**src/common/host_port_defines.svh**
```systemverilog
// Constants for the host register port
`ifndef HOST_PORT_DEFINES_SVH
`define HOST_PORT_DEFINES_SVH
`define HP_DATA_W 8
`define HP_BUS_W 32
`define HP_ADDR_W 8
`define HP_CFG_CYCLE_BIT 1
`define HP_CFG_POL_BIT 0
`define HP_ACCESS_CLKS 3'h5
`define HP_READY_LOW_CLK 3'h5
`define HP_CNT_RESET 3'h0
`endif

```
**src/common/host_port_pkg.sv**
```systemverilog
// Types for the host register port
package host_port_pkg;
  typedef enum logic [1:0] {
    st_idle,
    st_fixed,
    st_var
  } port_state_type;
endpackage : host_port_pkg

```
**src/verilog/host_register_port.sv**
```systemverilog
// Host processor register access port
// What this block does
// - Register data travels only on the lowest byte of the 32-bit host bus.
// - The upper 24 bus lines are never driven during register reads.
// - Config bit 1 high selects select-length cycles, low selects fixed cycles.
// - In variable mode read data is driven from the fifth clock while select stays low.
// - In variable mode releasing select frees the data lane and raises ready at once.
// - In variable mode the ready output is always driven.
// - In fixed mode each access lasts five clocks with read data only in the fifth.
// - In fixed mode ready is high for four clocks, low in the fifth, else released.
// - In fixed mode a new access may start right after the previous one ends.
// - Config bit 0 high makes direction an active-low write, low an active-high write.
`include "host_port_defines.svh"
`timescale 1ns/1ps
`default_nettype none
module host_register_port #(
  parameter int ADDR_W = `HP_ADDR_W
) (
  input wire logic core_clk,
  input wire logic nrst,
  input wire logic [1:0] host_port_config,
  input wire logic device_select_n,
  input wire logic dir_pin,
  input wire logic [ADDR_W-1:0] reg_addr_lines,
  input wire logic [`HP_BUS_W-1:0] bus_data_in,
  output logic [`HP_BUS_W-1:0] bus_data_out,
  output logic [`HP_BUS_W-1:0] bus_data_oe_n,
  output logic access_done_n,
  output logic access_done_oe_n,
  output logic [ADDR_W-1:0] reg_addr,
  output logic reg_wr,
  output logic reg_rd,
  output logic [`HP_DATA_W-1:0] reg_wdata,
  input wire logic [`HP_DATA_W-1:0] reg_rdata
);
  // Refuse address widths the port cannot carry
  if (ADDR_W < 1 || ADDR_W > 16) begin : g_bad_addr_w
    $error("ADDR_W out of range");
  end

  // Two-stage synchronisers for all pin inputs
  logic sel_s1_r, sel_s2_r, dir_s1_r, dir_s2_r;
  logic [1:0] cfg_s1_r, cfg_s2_r;
  logic [ADDR_W-1:0] adr_s1_r, adr_s2_r;
  logic [`HP_DATA_W-1:0] dat_s1_r, dat_s2_r;
  always_ff @(posedge core_clk) begin
    if (!nrst) begin
      sel_s1_r <= 1'b1;
      sel_s2_r <= 1'b1;
      dir_s1_r <= 1'b0;
      dir_s2_r <= 1'b0;
      cfg_s1_r <= 2'h0;
      cfg_s2_r <= 2'h0;
      adr_s1_r <= '0;
      adr_s2_r <= '0;
      dat_s1_r <= 8'h00;
      dat_s2_r <= 8'h00;
    end else begin
      sel_s1_r <= device_select_n;
      sel_s2_r <= sel_s1_r;
      dir_s1_r <= dir_pin;
      dir_s2_r <= dir_s1_r;
      cfg_s1_r <= host_port_config;
      cfg_s2_r <= cfg_s1_r;
      adr_s1_r <= reg_addr_lines;
      adr_s2_r <= adr_s1_r;
      dat_s1_r <= bus_data_in[`HP_DATA_W-1:0];
      dat_s2_r <= dat_s1_r;
    end
  end

  // Decode of mode and write polarity
  wire var_mode = cfg_s2_r[`HP_CFG_CYCLE_BIT];
  wire is_write = cfg_s2_r[`HP_CFG_POL_BIT] ? ~dir_s2_r : dir_s2_r;
  wire sel_act = ~sel_s2_r;

  host_port_pkg::port_state_type state_r, state_nxt;
  logic [2:0] cnt_r, cnt_nxt;
  logic wr_r, drive_r, rdy_r, rdy_oe_n_r, wr_done_r;
  logic [`HP_DATA_W-1:0] rd_byte_r;

  wire last_fixed = (state_r == host_port_pkg::st_fixed) && (cnt_r == `HP_ACCESS_CLKS);
  wire start = sel_act && ((state_r == host_port_pkg::st_idle) || last_fixed);
  wire var_done = (state_r == host_port_pkg::st_var) && !sel_act;
  wire fifth = (cnt_nxt == `HP_READY_LOW_CLK);

  // Next-state selection
  always_comb begin
    state_nxt = state_r;
    cnt_nxt = cnt_r;
    if (start) begin
      state_nxt = var_mode ? host_port_pkg::st_var : host_port_pkg::st_fixed;
      cnt_nxt = 3'h1;
    end else if (last_fixed || var_done) begin
      state_nxt = host_port_pkg::st_idle;
      cnt_nxt = `HP_CNT_RESET;
    end else if (state_r != host_port_pkg::st_idle && cnt_r != `HP_ACCESS_CLKS) begin
      cnt_nxt = cnt_r + 3'h1;
    end
  end

  // Access sequencer and output flops
  always_ff @(posedge core_clk) begin
    if (!nrst) begin
      state_r <= host_port_pkg::st_idle;
      cnt_r <= `HP_CNT_RESET;
      wr_r <= 1'b0;
      drive_r <= 1'b0;
      rdy_r <= 1'b1;
      rdy_oe_n_r <= 1'b1;
      reg_addr <= '0;
      reg_wr <= 1'b0;
      reg_rd <= 1'b0;
      reg_wdata <= 8'h00;
      rd_byte_r <= 8'h00;
      wr_done_r <= 1'b0;
    end else begin
      state_r <= state_nxt;
      cnt_r <= cnt_nxt;
      reg_rd <= 1'b0;
      reg_wr <= 1'b0;
      if (start) begin
        reg_addr <= adr_s2_r;
        wr_r <= is_write;
        reg_rd <= !is_write;
        wr_done_r <= 1'b0;
      end
      if (cnt_nxt == 3'h4 && !wr_done_r && wr_r && state_nxt != host_port_pkg::st_idle) begin
        reg_wdata <= dat_s2_r;
        reg_wr <= 1'b1;
        wr_done_r <= 1'b1;
      end
      if (cnt_r == 3'h2) rd_byte_r <= reg_rdata;
      // Read data from the fifth clock; fixed only then, variable while selected
      drive_r <= (state_nxt != host_port_pkg::st_idle) && !wr_r && fifth && !start;
      if (state_nxt == host_port_pkg::st_var || var_mode) begin
        rdy_oe_n_r <= 1'b0;
        rdy_r <= !((state_nxt == host_port_pkg::st_var) && fifth && !start);
      end else begin
        rdy_oe_n_r <= (state_nxt == host_port_pkg::st_idle);
        rdy_r <= !(fifth && !start);
      end
    end
  end

  // Release is combinational on the raw select pin in variable mode
  wire var_release = var_mode && device_select_n;
  always_comb begin
    bus_data_out = {24'h000000, rd_byte_r};
    bus_data_oe_n = {24'hffffff, {`HP_DATA_W{~drive_r | var_release}}};
    access_done_n = rdy_r | var_release;
    access_done_oe_n = rdy_oe_n_r;
  end

  // Checks on lane release, ready timing and access sequencing
  property p_upper_free;
    @(posedge core_clk) disable iff (!nrst) bus_data_oe_n[31:8] == 24'hffffff;
  endproperty
  a_upper_free: assert property (p_upper_free) else $error("upper lanes driven");
  property p_fixed_len;
    @(posedge core_clk) disable iff (!nrst)
      $rose(state_r == host_port_pkg::st_fixed) |-> ##4 last_fixed;
  endproperty
  a_fixed_len: assert property (p_fixed_len) else $error("fixed access not 5 clocks");
  property p_fixed_rdy;
    @(posedge core_clk) disable iff (!nrst)
      last_fixed |-> !rdy_oe_n_r && !rdy_r;
  endproperty
  a_fixed_rdy: assert property (p_fixed_rdy) else $error("ready not low in fifth clock");
  property p_var_rdy_driven;
    @(posedge core_clk) disable iff (!nrst) var_mode && $past(var_mode) |-> !access_done_oe_n;
  endproperty
  a_var_rdy_driven: assert property (p_var_rdy_driven) else $error("ready released");
  property p_var_release;
    @(posedge core_clk) disable iff (!nrst)
      var_mode && device_select_n |-> access_done_n && bus_data_oe_n[7:0] == 8'hff;
  endproperty
  a_var_release: assert property (p_var_release) else $error("lane held after deselect");
  property p_drive_fifth;
    @(posedge core_clk) disable iff (!nrst) drive_r |-> cnt_r == 3'h5;
  endproperty
  a_drive_fifth: assert property (p_drive_fifth) else $error("read data early");
  property p_write_once;
    @(posedge core_clk) disable iff (!nrst) last_fixed && wr_r |-> wr_done_r;
  endproperty
  a_write_once: assert property (p_write_once) else $error("write not committed");
  property p_back_to_back;
    @(posedge core_clk) disable iff (!nrst)
      last_fixed && sel_act && !var_mode |=> state_r == host_port_pkg::st_fixed && cnt_r == 3'h1;
  endproperty
  a_back_to_back: assert property (p_back_to_back) else $error("back to back lost");
  property p_lane_fifth;
    @(posedge core_clk) disable iff (!nrst)
      !var_mode && bus_data_oe_n[7:0] != 8'hff |-> last_fixed;
  endproperty
  a_lane_fifth: assert property (p_lane_fifth) else $error("lane outside fifth");
  property p_var_hold;
    @(posedge core_clk) disable iff (!nrst)
      state_r == host_port_pkg::st_var && drive_r && sel_act |=> drive_r;
  endproperty
  a_var_hold: assert property (p_var_hold) else $error("read data dropped");
  property p_var_rdy_low;
    @(posedge core_clk) disable iff (!nrst)
      state_r == host_port_pkg::st_var && cnt_r == `HP_ACCESS_CLKS |-> !rdy_r && !rdy_oe_n_r;
  endproperty
  a_var_rdy_low: assert property (p_var_rdy_low) else $error("ready not low");
  property p_rdy_high;
    @(posedge core_clk) disable iff (!nrst)
      state_r == host_port_pkg::st_fixed && cnt_r != `HP_ACCESS_CLKS |->
        !access_done_oe_n && access_done_n;
  endproperty
  a_rdy_high: assert property (p_rdy_high) else $error("ready not high early");
  property p_rdy_off;
    @(posedge core_clk) disable iff (!nrst)
      state_r == host_port_pkg::st_idle && !var_mode && !$past(var_mode) |-> access_done_oe_n;
  endproperty
  a_rdy_off: assert property (p_rdy_off) else $error("ready driven when idle");
  property p_rd_strobe;
    @(posedge core_clk) disable iff (!nrst) start && !is_write |=> reg_rd;
  endproperty
  a_rd_strobe: assert property (p_rd_strobe) else $error("read strobe missing");
  property p_addr_take;
    @(posedge core_clk) disable iff (!nrst) start |=> reg_addr == $past(adr_s2_r);
  endproperty
  a_addr_take: assert property (p_addr_take) else $error("address not taken");
endmodule : host_register_port
`default_nettype wire

```
**config.mk**
```make
export PLATFORM = sky130hd
export DESIGN_NAME = host_register_port
export DESIGN_NICKNAME = d
export VERILOG_FILES = /design/src/common/host_port_pkg.sv /design/src/verilog/host_register_port.sv
export VERILOG_INCLUDE_DIRS = /design/src /design/src/common
export SDC_FILE = /design/constraint.sdc
export NUM_CORES = 1
export LEC_CHECK = 0
export ABC_AREA = 1
export BUFFER_PORTS_ARGS = -buffer_cell sky130_fd_sc_hd__buf_4
export CAP_MARGIN = 20
export CORE_UTILIZATION = 47
export DETAILED_ROUTE_END_ITERATION = 10
export GPL_TIMING_DRIVEN = 0
export PLACE_DENSITY = 0.76
export SYNTH_ARGS = -nofsm -noshare
export SYNTH_HDL_FRONTEND = slang
export SYNTH_SLANG_ARGS = --single-unit
```
**constraint.sdc**
```tcl
create_clock -name core_clk -period 1.8 [get_ports core_clk]
set_clock_uncertainty 0.1 [all_clocks]
set_input_delay 0.18 -clock core_clk [delete_from_list [all_inputs] [get_ports core_clk]]
set_output_delay 0.18 -clock core_clk [all_outputs]
set_load 0.05 [all_outputs]
```
==> results_dict.tcl, run 1 <==
set metrics [dict create \
    synth_top_area_share_pct 49.49 \
    placementRows 29 \
    yosysSeqAreaShare_pct 49.49 \
    hold-path-endpoint "rd_byte_r[3]" \
    nNetsFinal 603 \
    vias_per_cell 4.041 \
    drive_above_1_share_pct 32.30 \
    final.period_utilization_pct 94.03 \
    critPathKind "flip-flop to flip-flop" \
    totalWireLength_um 5948 \
    total_power_mw 3.546 \
    remaining_drc_errors 0 \
    diodes 0 \
    portBuffers 65 \
    core_um2 6314 \
    setup_tns_ps 0 \
    grt_pass1_vias 2346 \
    grt_pass1_wl_um 10010 \
    power_frac_seq_pct 49.9 \
    ios 138 \
    crit_arrival_ps 1830 \
    holdPathStages 3 \
    worstReg2RegStart "cnt_r[0]" \
    cts_num_sinks 76 \
    r2r-end "reg_wdata[3]" \
    power.internal_mw 2.505 \
    cts_max_level 3 \
    ys_warn_count 0 \
    synth_area_um2 3074 \
    outcome "complete, no violations" \
    start_util_pct 48.69 \
    cts_root_buf "clkbuf_8" \
    antenna_left 0 \
    peakVddDrop_mv 0.4747 \
    register_area_um2 1526 \
    area_growth_pct 44.61 \
    grt_max_degree 14 \
    start_kind "flip-flop" \
    swShare_pct 29.36 \
    cts_buffer_depth 2 \
    clk_pin_slew_ps 80 \
    fillers 523 \
    r2r_slack_ps 110 \
    grt_overflow 0 \
    clkPwrFrac_pct 31.9 \
    die_y_um 82.88 \
    setup_viol 0 \
    fmax_mhz 590.8 \
    synth_seq_cells 76 \
    syn_avg_cell_area_um2 7.862 \
    crit_path_end_kind "flip-flop" \
    die_w_um 82.88 \
    drtIter0Drc 74 \
    firstDrtPassIters 4 \
    synth_edf_count 0 \
    postSynth.asyncResetShare_pct 0 \
    cts_tree "yes" \
    antenna_found_initial 0 \
    comb_power_share_pct 18.2 \
    gp_congestion 0.7655 \
    detail_route.wl_per_cell_um 9.471 \
    max-cap-violations 0 \
    rsz0062_at_grt "true" \
    finalHoldViolCount 0 \
    postLayoutCoreUtil_pct 70.41 \
    place_ws_ps -90.84 \
    min_period_ps 1693 \
    r2r_cells 10 \
    clock_latency_ps 330 \
    track_usage_pct 18.04 \
    ys_types 26 \
    worstHoldPathType "input port to flip-flop" \
    worst_slack_ps 107.4 \
    hold_slack_ps 24.37 \
    die_area_um2 6868 \
    crit_path_max_fanout 8 \
    synth_top_flop_cell "dfxtp_1" \
    power.density_nw_per_um2 797.7 \
    synth.largest_area_cell "dfxtp_1" \
    leakage_nw 2.328 \
    worstPathRequired_ps 1940 \
    dr_total_vias 2538 \
    hold_start "reg_rdata[3]" \
    synth_area_leaders "dfxtp_1 49%, buf_4 13%, nand2_1 8.3%" \
    final_max_slew_viol_count 0 \
    power_switching_mw 1.041 \
    numCtsBuffers 9 \
    syn_inst 391 \
    multiInputGateArea_um2 1151 \
    dp_hpwl_um 4096 \
]
## state kept, by name, summed over array words and instances (netlist names), 2 cells and up
signal,cells
cfg_s1_r,2
reg_wdata,8
state_r,2
dat_s1_r,8
rd_byte_r,8
adr_s1_r,8
cnt_r,3
adr_s2_r,8
cfg_s2_r,2
dat_s2_r,8
reg_addr,8
## cell type report
| type | count | share of cell area [%] |
|---|---|---|
| buffer | 64 | 10.22 |
| clock buffer | 11 | 3.180 |
| clock inverter | 5 | 0.8162 |
| inverter | 64 | 5.460 |
| multi-input combinational | 234 | 25.89 |
| sequential | 76 | 34.34 |
| tap | 77 | 2.167 |
| timing repair buffer | 97 | 17.93 |
## synthesized netlist by cell type, types with 3 or more instances
master and instances:
dfxtp_1 76, nand2_1 68, a21oi_1 3, nand3_1 12, ha_1 3, nor2_1 55
buf_4 55, nand3_2 3, clkbuf_1 7, nand2_2 6, inv_1 60, o21ai_0 23
## per-stage QoR
step           cell area, µm²  instances
6_report                 4446        628
5_1_grt                  4446        628
4_1_cts                  4319        625
3_5_place_dp             3835        579
3_3_place_gp             3835        579
2_1_floorplan            3251        437
## layer usage
metal / track usage [%] / part of all wire [%]
met5: 0 / 0
met4: 9.248 / 2.4
met3: 5.368 / 4.7
met2: 31.15 / 52
met1: 20.05 / 40
## power groups by stage
stage                     Sequential, mW  Clock, mW  Combinational, mW
after floorplan                     1.85          0              0.421
after global placement              1.80          0              0.569
after detailed placement            1.81          0              0.575
after CTS                           1.77       1.16              0.622
after global routing                1.78       1.27              0.693
final                               1.77       1.13              0.645
## layout by cell type (no fill, tap or decap), drive strengths merged
cell type and instances:
o21bai 1, nand2 74, nand3 15, or2 1, clkinv 3, xnor2 1
a21oi 5, buf 128, o21ai 23, ha 3, clkinvlp 3, o21a 1
dfxtp 76, nor2 60, dlygate4sd3 26, nor3 1, conb 48, nor4 1
clkbuf 18, inv 63
## worst max-delay path, cell delays in order (launching register included)
cell and delay (ps):
dfxtp_4 390, ha_4 140, nand2_4 70, a21oi_4 190, nand2_4 110, nand3_2 130, inv_4 70, nor2_4 180
nand3_1 100, nand2_1 80, nor2_1 40
## worst max path at each step
| stage | startpoint | to | slack, ps | cells after the start |
|---|---|---|---|---|
| final | cnt_r[0] | reg_wdata[3] | 110 | 10 |
| after global placement | cnt_r[1] | reg_wdata[1] | -10 | 13 |
| after detailed placement | cnt_r[1] | reg_wdata[1] | -90 | 13 |
| after global routing | cnt_r[0] | reg_wdata[7] | -30 | 10 |
| after CTS | cnt_r[1] | reg_wdata[3] | 20 | 13 |
| after floorplan | cnt_r[1] | reg_wdata[0] | 170 | 13 |
## repair_timing
item | CTS | global route
gates cloned | 1 | 1
resized for setup | 7 | 25
setup buffers | 4 | 1
pin swaps | 4 | 12
hold endpoints to repair | 25 | 1
setup endpoints to repair | 11 | 20
hold buffers | 25 | 1
## cells by family (layout without fill, tap and decap cells)
logic type | Yosys count | after routing | share of synthesized area, %
and+or+nand+nor | 151 | 152 | 20.88
other | 2 | 48 | 0.2443
AOI/OAI and AO/OA | 30 | 30 | 5.291
adders and majority gates | 3 | 3 | 1.221
DFF | 76 | 76 | 49.49
xor gates and xnor gates | 1 | 1 | 0.2850
buffers and inverters | 128 | 241 | 22.59
No activity file was read; power rests on OpenSTA's default activity.
==> run 2, diff against run 1 <==
--- a/config.mk
+++ b/config.mk
@@ -7,7 +7,7 @@
 export NUM_CORES = 1
 export LEC_CHECK = 0
 export ABC_AREA = 1
-export BUFFER_PORTS_ARGS = -buffer_cell sky130_fd_sc_hd__buf_4
+export BUFFER_PORTS_ARGS = -buffer_cell sky130_fd_sc_hd__buf_2
 export CAP_MARGIN = 20
 export CORE_UTILIZATION = 47
 export DETAILED_ROUTE_END_ITERATION = 10
==> run 2 against run 1 <==
Clock power is 6% higher. Global-route usage is 0.72 points lower. Worst hold slack worse by 18 ps. Cell area is 3.0% lower. Fmax is 3.8% lower. Worst setup slack worse by 66 ps. Total power is 1.1% higher. Via count hardly changed. Critical endpoint is now bus_data_oe_n[5]. Highest routed layer unchanged.
==> results_dict.tcl, run 2 (synthesis gave the netlist of run 1 again) <==
set metrics [dict create \
    outcome "complete, no violations" \
    portBuffers 65 \
    power.density_nw_per_um2 831.4 \
    start_util_pct 48.69 \
    cts_root_buf "clkbuf_8" \
    r2r-end "reg_wdata[2]" \
    critical-path-max-stage-delay_ps 540 \
    final_cell_mix "74 x dfxtp_1, 66 x nand2_1, 66 x buf_4, 58 x buf_2, 57 x inv_1" \
    gp_congestion 0.7757 \
    die_area_um2 6868 \
    crit_arrival_ps 1480 \
    r2r_slack_ps 60 \
    setup_viol 0 \
    postLayoutCoreUtil_pct 68.27 \
    holdPathStages 3 \
    antenna_left 0 \
    busiest_layer "met2" \
    r2r_cells 12 \
    total_power_mw 3.583 \
    die_y_um 82.88 \
    dp_hpwl_um 3888 \
    clk_pin_slew_ps 70 \
    met1_usage_pct 19.11 \
    totalWireLength_um 5885 \
    min_period_ps 1759 \
    dpl_cell_area_um2 3672 \
    dr_total_vias 2536 \
    grt_pass1_wl_um 9570 \
    cts_num_sinks 76 \
    placementRows 29 \
    worst_slack_ps 41.19 \
    final_common_cell "dfxtp_1" \
    final.period_utilization_pct 97.71 \
    drtIter0Drc 90 \
    hold_slack_ps 6.594 \
    cts_max_level 3 \
    crit_chain "dlygate4sd3_1 -> buf_2 -> inv_1 -> o21ai_4 -> buf_4 -> clkbuf_4" \
    ios 138 \
    detail_route.wl_per_cell_um 9.386 \
    firstDrtPassIters 4 \
    area_growth_pct 40.21 \
    worstPathRequired_ps 1520 \
    vias_per_cell 4.045 \
    worstReg2RegStart "cnt_r[0]" \
    start_kind "input port" \
    leakage_nw 2.303 \
    fin_area_um2 4310 \
    hold-path-endpoint "rd_byte_r[6]" \
    cpMaxStageDelayCell "dlygate4sd3_1" \
    core_um2 6314 \
    remaining_drc_errors 0 \
    hold_start "reg_rdata[6]" \
    met3_usage_pct 4.573 \
    die_w_um 82.88 \
    grt_max_degree 13 \
    critPathKind "input port to output port" \
    final_max_slew_viol_count 0 \
    grt_pass1_vias 2267 \
    antenna_found_initial 0 \
    cts_buffer_depth 2 \
    rsz0062_at_grt "true" \
    crit_path_end_kind "output port" \
    clock_latency_ps 340 \
    place_ws_ps -57.23 \
    numCtsBuffers 9 \
    max-cap-violations 0 \
    crit_path_max_fanout 8 \
    drive_above_1_share_pct 32.36 \
    finalHoldViolCount 0 \
    cts_tree "yes" \
    peakVddDrop_mv 0.4884 \
    worstHoldPathType "input port to flip-flop" \
    use_met2_pct 31.15 \
    grt_overflow 0 \
    nNetsFinal 603 \
    diodes 0 \
    fmax_mhz 568.6 \
    track_usage_pct 17.33 \
]
-- run 2: cell types whose count changed in the layout (fill, tap and decap cells not counted), moves of 2 or more --
cell,change
buf_2,+58
clkinvlp_4,-3
o21ai_0,+2
buf_4,-59
nand3_2,+2
clkinv_2,+2
nand3_1,-2
clkbuf_4,+2
-- run 2: power by group --
part | switching, mW | internal (mW)
Combinational | 0.420 | 0.198
Clock | 0.568 | 0.628
Sequential | 0.0264 | 1.74
Total | 1.01 | 2.57
-- run 2: timing repair --
action,in CTS,in global routing
resized for setup,4,38
buffers inserted,0,6
setup endpoints to repair,15,29
cloned,1,1
hold buffers,25,0
endpoints found under the hold margin,25,0
pin swaps,1,8
-- run 2: worst max-delay path by stage --
stage	startpoint	to	slack, ps	depth (start not counted)
after floorplan	cnt_r[1]	reg_wdata[0]	170	13
after global placement	cnt_r[1]	reg_wdata[1]	-10	13
after detailed placement	cnt_r[1]	reg_wdata[1]	-60	13
after CTS	cnt_r[0]	reg_wdata[2]	4	10
after global routing	cnt_r[1]	reg_wdata[6]	-50	13
final	device_select_n	bus_data_oe_n[5]	40	6
-- run 2: stage by stage --
| step | TNS [ps] | cells |
|---|---|---|
| 2_1_floorplan | 0 | 437 |
| 3_3_place_gp | -9.534 | 579 |
| 3_5_place_dp | -323.9 | 579 |
| 4_1_cts | 0 | 620 |
| 5_1_grt | -336.2 | 627 |
| 6_report | 0 | 627 |
-- run 2: critical path, delay by kind of cell --
family                 cells  cell delay (ps)
buffers and inverters      5             1080
AO/OA/AOI/OAI              1              220
-- run 2: area by class of cell --
| cell class | count | area, µm² |
|---|---|---|
| plain buffers | 64 | 454.2 |
| clock buffers | 10 | 127.6 |
| clock inverters | 5 | 53.80 |
| fillers | 536 | 2003 |
| inverters | 64 | 240.2 |
| multi-input cells | 234 | 1162 |
| flip-flops and latches | 76 | 1526 |
| well taps | 77 | 96.34 |
| repair buffers | 97 | 649.4 |
-- run 2: per-layer routing --
layer | routed length (µm) | vias up
met1 | 2359 | 1081
met4 | 97 | 0
met2 | 3113 | 77
li1 | - | 1367
met5 | 0 | -
met3 | 314 | 11
==> run 3, diff against run 2 <==
--- a/config.mk
+++ b/config.mk
@@ -13,6 +13,7 @@
 export DETAILED_ROUTE_END_ITERATION = 10
 export GPL_TIMING_DRIVEN = 0
 export PLACE_DENSITY = 0.76
+export RECOVER_POWER = 100
 export SYNTH_ARGS = -nofsm -noshare
 export SYNTH_HDL_FRONTEND = slang
 export SYNTH_SLANG_ARGS = --single-unit
==> run 3 against run 2 <==
Fmax is essentially flat. First-iteration DRC count rose by 3.3%. Clock power about the same. Sequential share of layout area is 0.14 points higher. Via count is essentially flat. Register-to-register slack about the same. Critical path depth is the same. Non-clock buffer count is the same. Global-route usage unchanged. Cell area decreased by 0.41%. Combinational power is essentially flat. Core utilization shrank 0.28 points. Critical endpoint unchanged.
==> results_dict.tcl, run 3 (synthesis gave the netlist of run 1 again) <==
set metrics [dict create \
    crit_path_end_kind "output port" \
    dp_hpwl_um 3888 \
    final.period_utilization_pct 97.71 \
    core_um2 6314 \
    grt_max_degree 13 \
    track_usage_pct 17.33 \
    grt_overflow 0 \
    clk_pin_slew_ps 70 \
    total_power_mw 3.577 \
    r2r_slack_ps 60 \
    fmax_mhz 568.6 \
    grt_pass1_wl_um 9570 \
    cts_root_buf "clkbuf_8" \
    placementRows 29 \
    remaining_drc_errors 0 \
    drive_above_1_share_pct 29.82 \
    final_max_slew_viol_count 0 \
    power.density_nw_per_um2 833.3 \
    start_kind "input port" \
    vias_per_cell 4.046 \
    cts_max_level 3 \
    detail_route.wl_per_cell_um 9.411 \
    area_growth_pct 39.64 \
    worst_slack_ps 41.19 \
    cts_tree "yes" \
    use_met2_pct 31.15 \
    nNetsFinal 603 \
    tightest_slew_ps 603.1 \
    peakVddDrop_mv 0.4826 \
    numCtsBuffers 9 \
    worstSetupEndpoint "bus_data_oe_n[5]" \
    diodes 0 \
    firstDrtPassIters 4 \
    worstPathRequired_ps 1520 \
    gp_congestion 0.7757 \
    final_cell_mix "74 x dfxtp_1, 66 x nand2_1, 66 x buf_4, 57 x inv_1, 55 x nor2_1" \
    rsz0062_at_grt "true" \
    met1_usage_pct 19.11 \
    die_y_um 82.88 \
    crit_path_max_fanout 8 \
    grt_pass1_vias 2267 \
    clock_latency_ps 340 \
    antenna_found_initial 0 \
    min_period_ps 1759 \
    start_util_pct 48.69 \
    outcome "complete, no violations" \
    place_ws_ps -57.23 \
    totalWireLength_um 5901 \
    drtIter0Drc 93 \
    portBuffers 65 \
    max-cap-violations 0 \
    final_common_cell "dfxtp_1" \
    ios 138 \
    critPathKind "input port to output port" \
    worstReg2RegStart "cnt_r[0]" \
    leakage_nw 2.242 \
    crit_arrival_ps 1480 \
    worstHoldPathType "input port to flip-flop" \
    r2r_cells 12 \
    met3_usage_pct 4.573 \
    die_area_um2 6868 \
    cts_num_sinks 76 \
    dr_total_vias 2537 \
    busiest_layer "met2" \
    cp-startpoint "device_select_n" \
    setup_viol 0 \
    r2r-end "reg_wdata[2]" \
    finalHoldViolCount 0 \
    antenna_left 0 \
    die_w_um 82.88 \
    relSlewSlack_pct 59.97 \
    cts_buffer_depth 2 \
]
-- run 3: how the worst min path moves through the flow --
stage	startpoint	to	slack [ps]	depth (start not counted)
floorplan	reg_addr_lines[0]	adr_s1_r[0]	180	2
global placement	bus_data_in[3]	dat_s1_r[3]	260	3
detailed placement	dir_pin	dir_s1_r	260	3
CTS	reg_rdata[1]	rd_byte_r[1]	0.2	3
global route	reg_rdata[6]	rd_byte_r[6]	2	3
finish	reg_rdata[6]	rd_byte_r[6]	10	3
-- run 3: final cells by class --
cell class	count	area [µm²]
buffer	64	454.2
timing repair buffer	97	631.9
inverter	64	240.2
tap	77	96.34
multi-input combinational	234	1162
sequential	76	1526
fill	547	2021
clock buffer	10	127.6
clock inverter	5	53.80
-- run 3: through the flow --
stage	setup TNS, ps	instance area [µm²]	cells	hold WS (ps)	util, %
6_report	0	4293	627	11.96	67.99
2_1_floorplan	0	3251	437	177.6	-
3_3_place_gp	-9.534	3672	579	261.1	58.16
5_1_grt	-336.2	4293	627	2.123	67.99
4_1_cts	0	4129	620	0.1813	65.40
3_5_place_dp	-323.9	3672	579	264.1	58.16
-- run 3: report_power, final --
group	internal (mW)	switching, mW
clock	0.628	0.564
sequential	1.74	0.0266
combinational	0.196	0.420
total	2.57	1.01
-- run 3: critical path, stage by stage --
cell,delay (ps)
dlygate4sd3_1,540
buf_2,110
inv_1,80
o21ai_4,220
buf_4,140
clkbuf_4,210
-- run 3: layer usage --
layer | part of all wire [%] | vias up
met5 | 0 | -
met4 | 1.4 | 0
met3 | 5.4 | 6
met2 | 53 | 77
met1 | 40 | 1087
li1 | - | 1367
-- run 3: what timing repair did --
| action | in CTS | in global routing |
|---|---|---|
| gates resized for setup | 4 | 38 |
| cloned | 1 | 1 |
| hold buffers | 25 | 0 |
| pin swaps | 1 | 8 |
| setup endpoints to repair | 15 | 29 |
| buffers inserted | 0 | 6 |
| hold endpoints to repair | 25 | 0 |
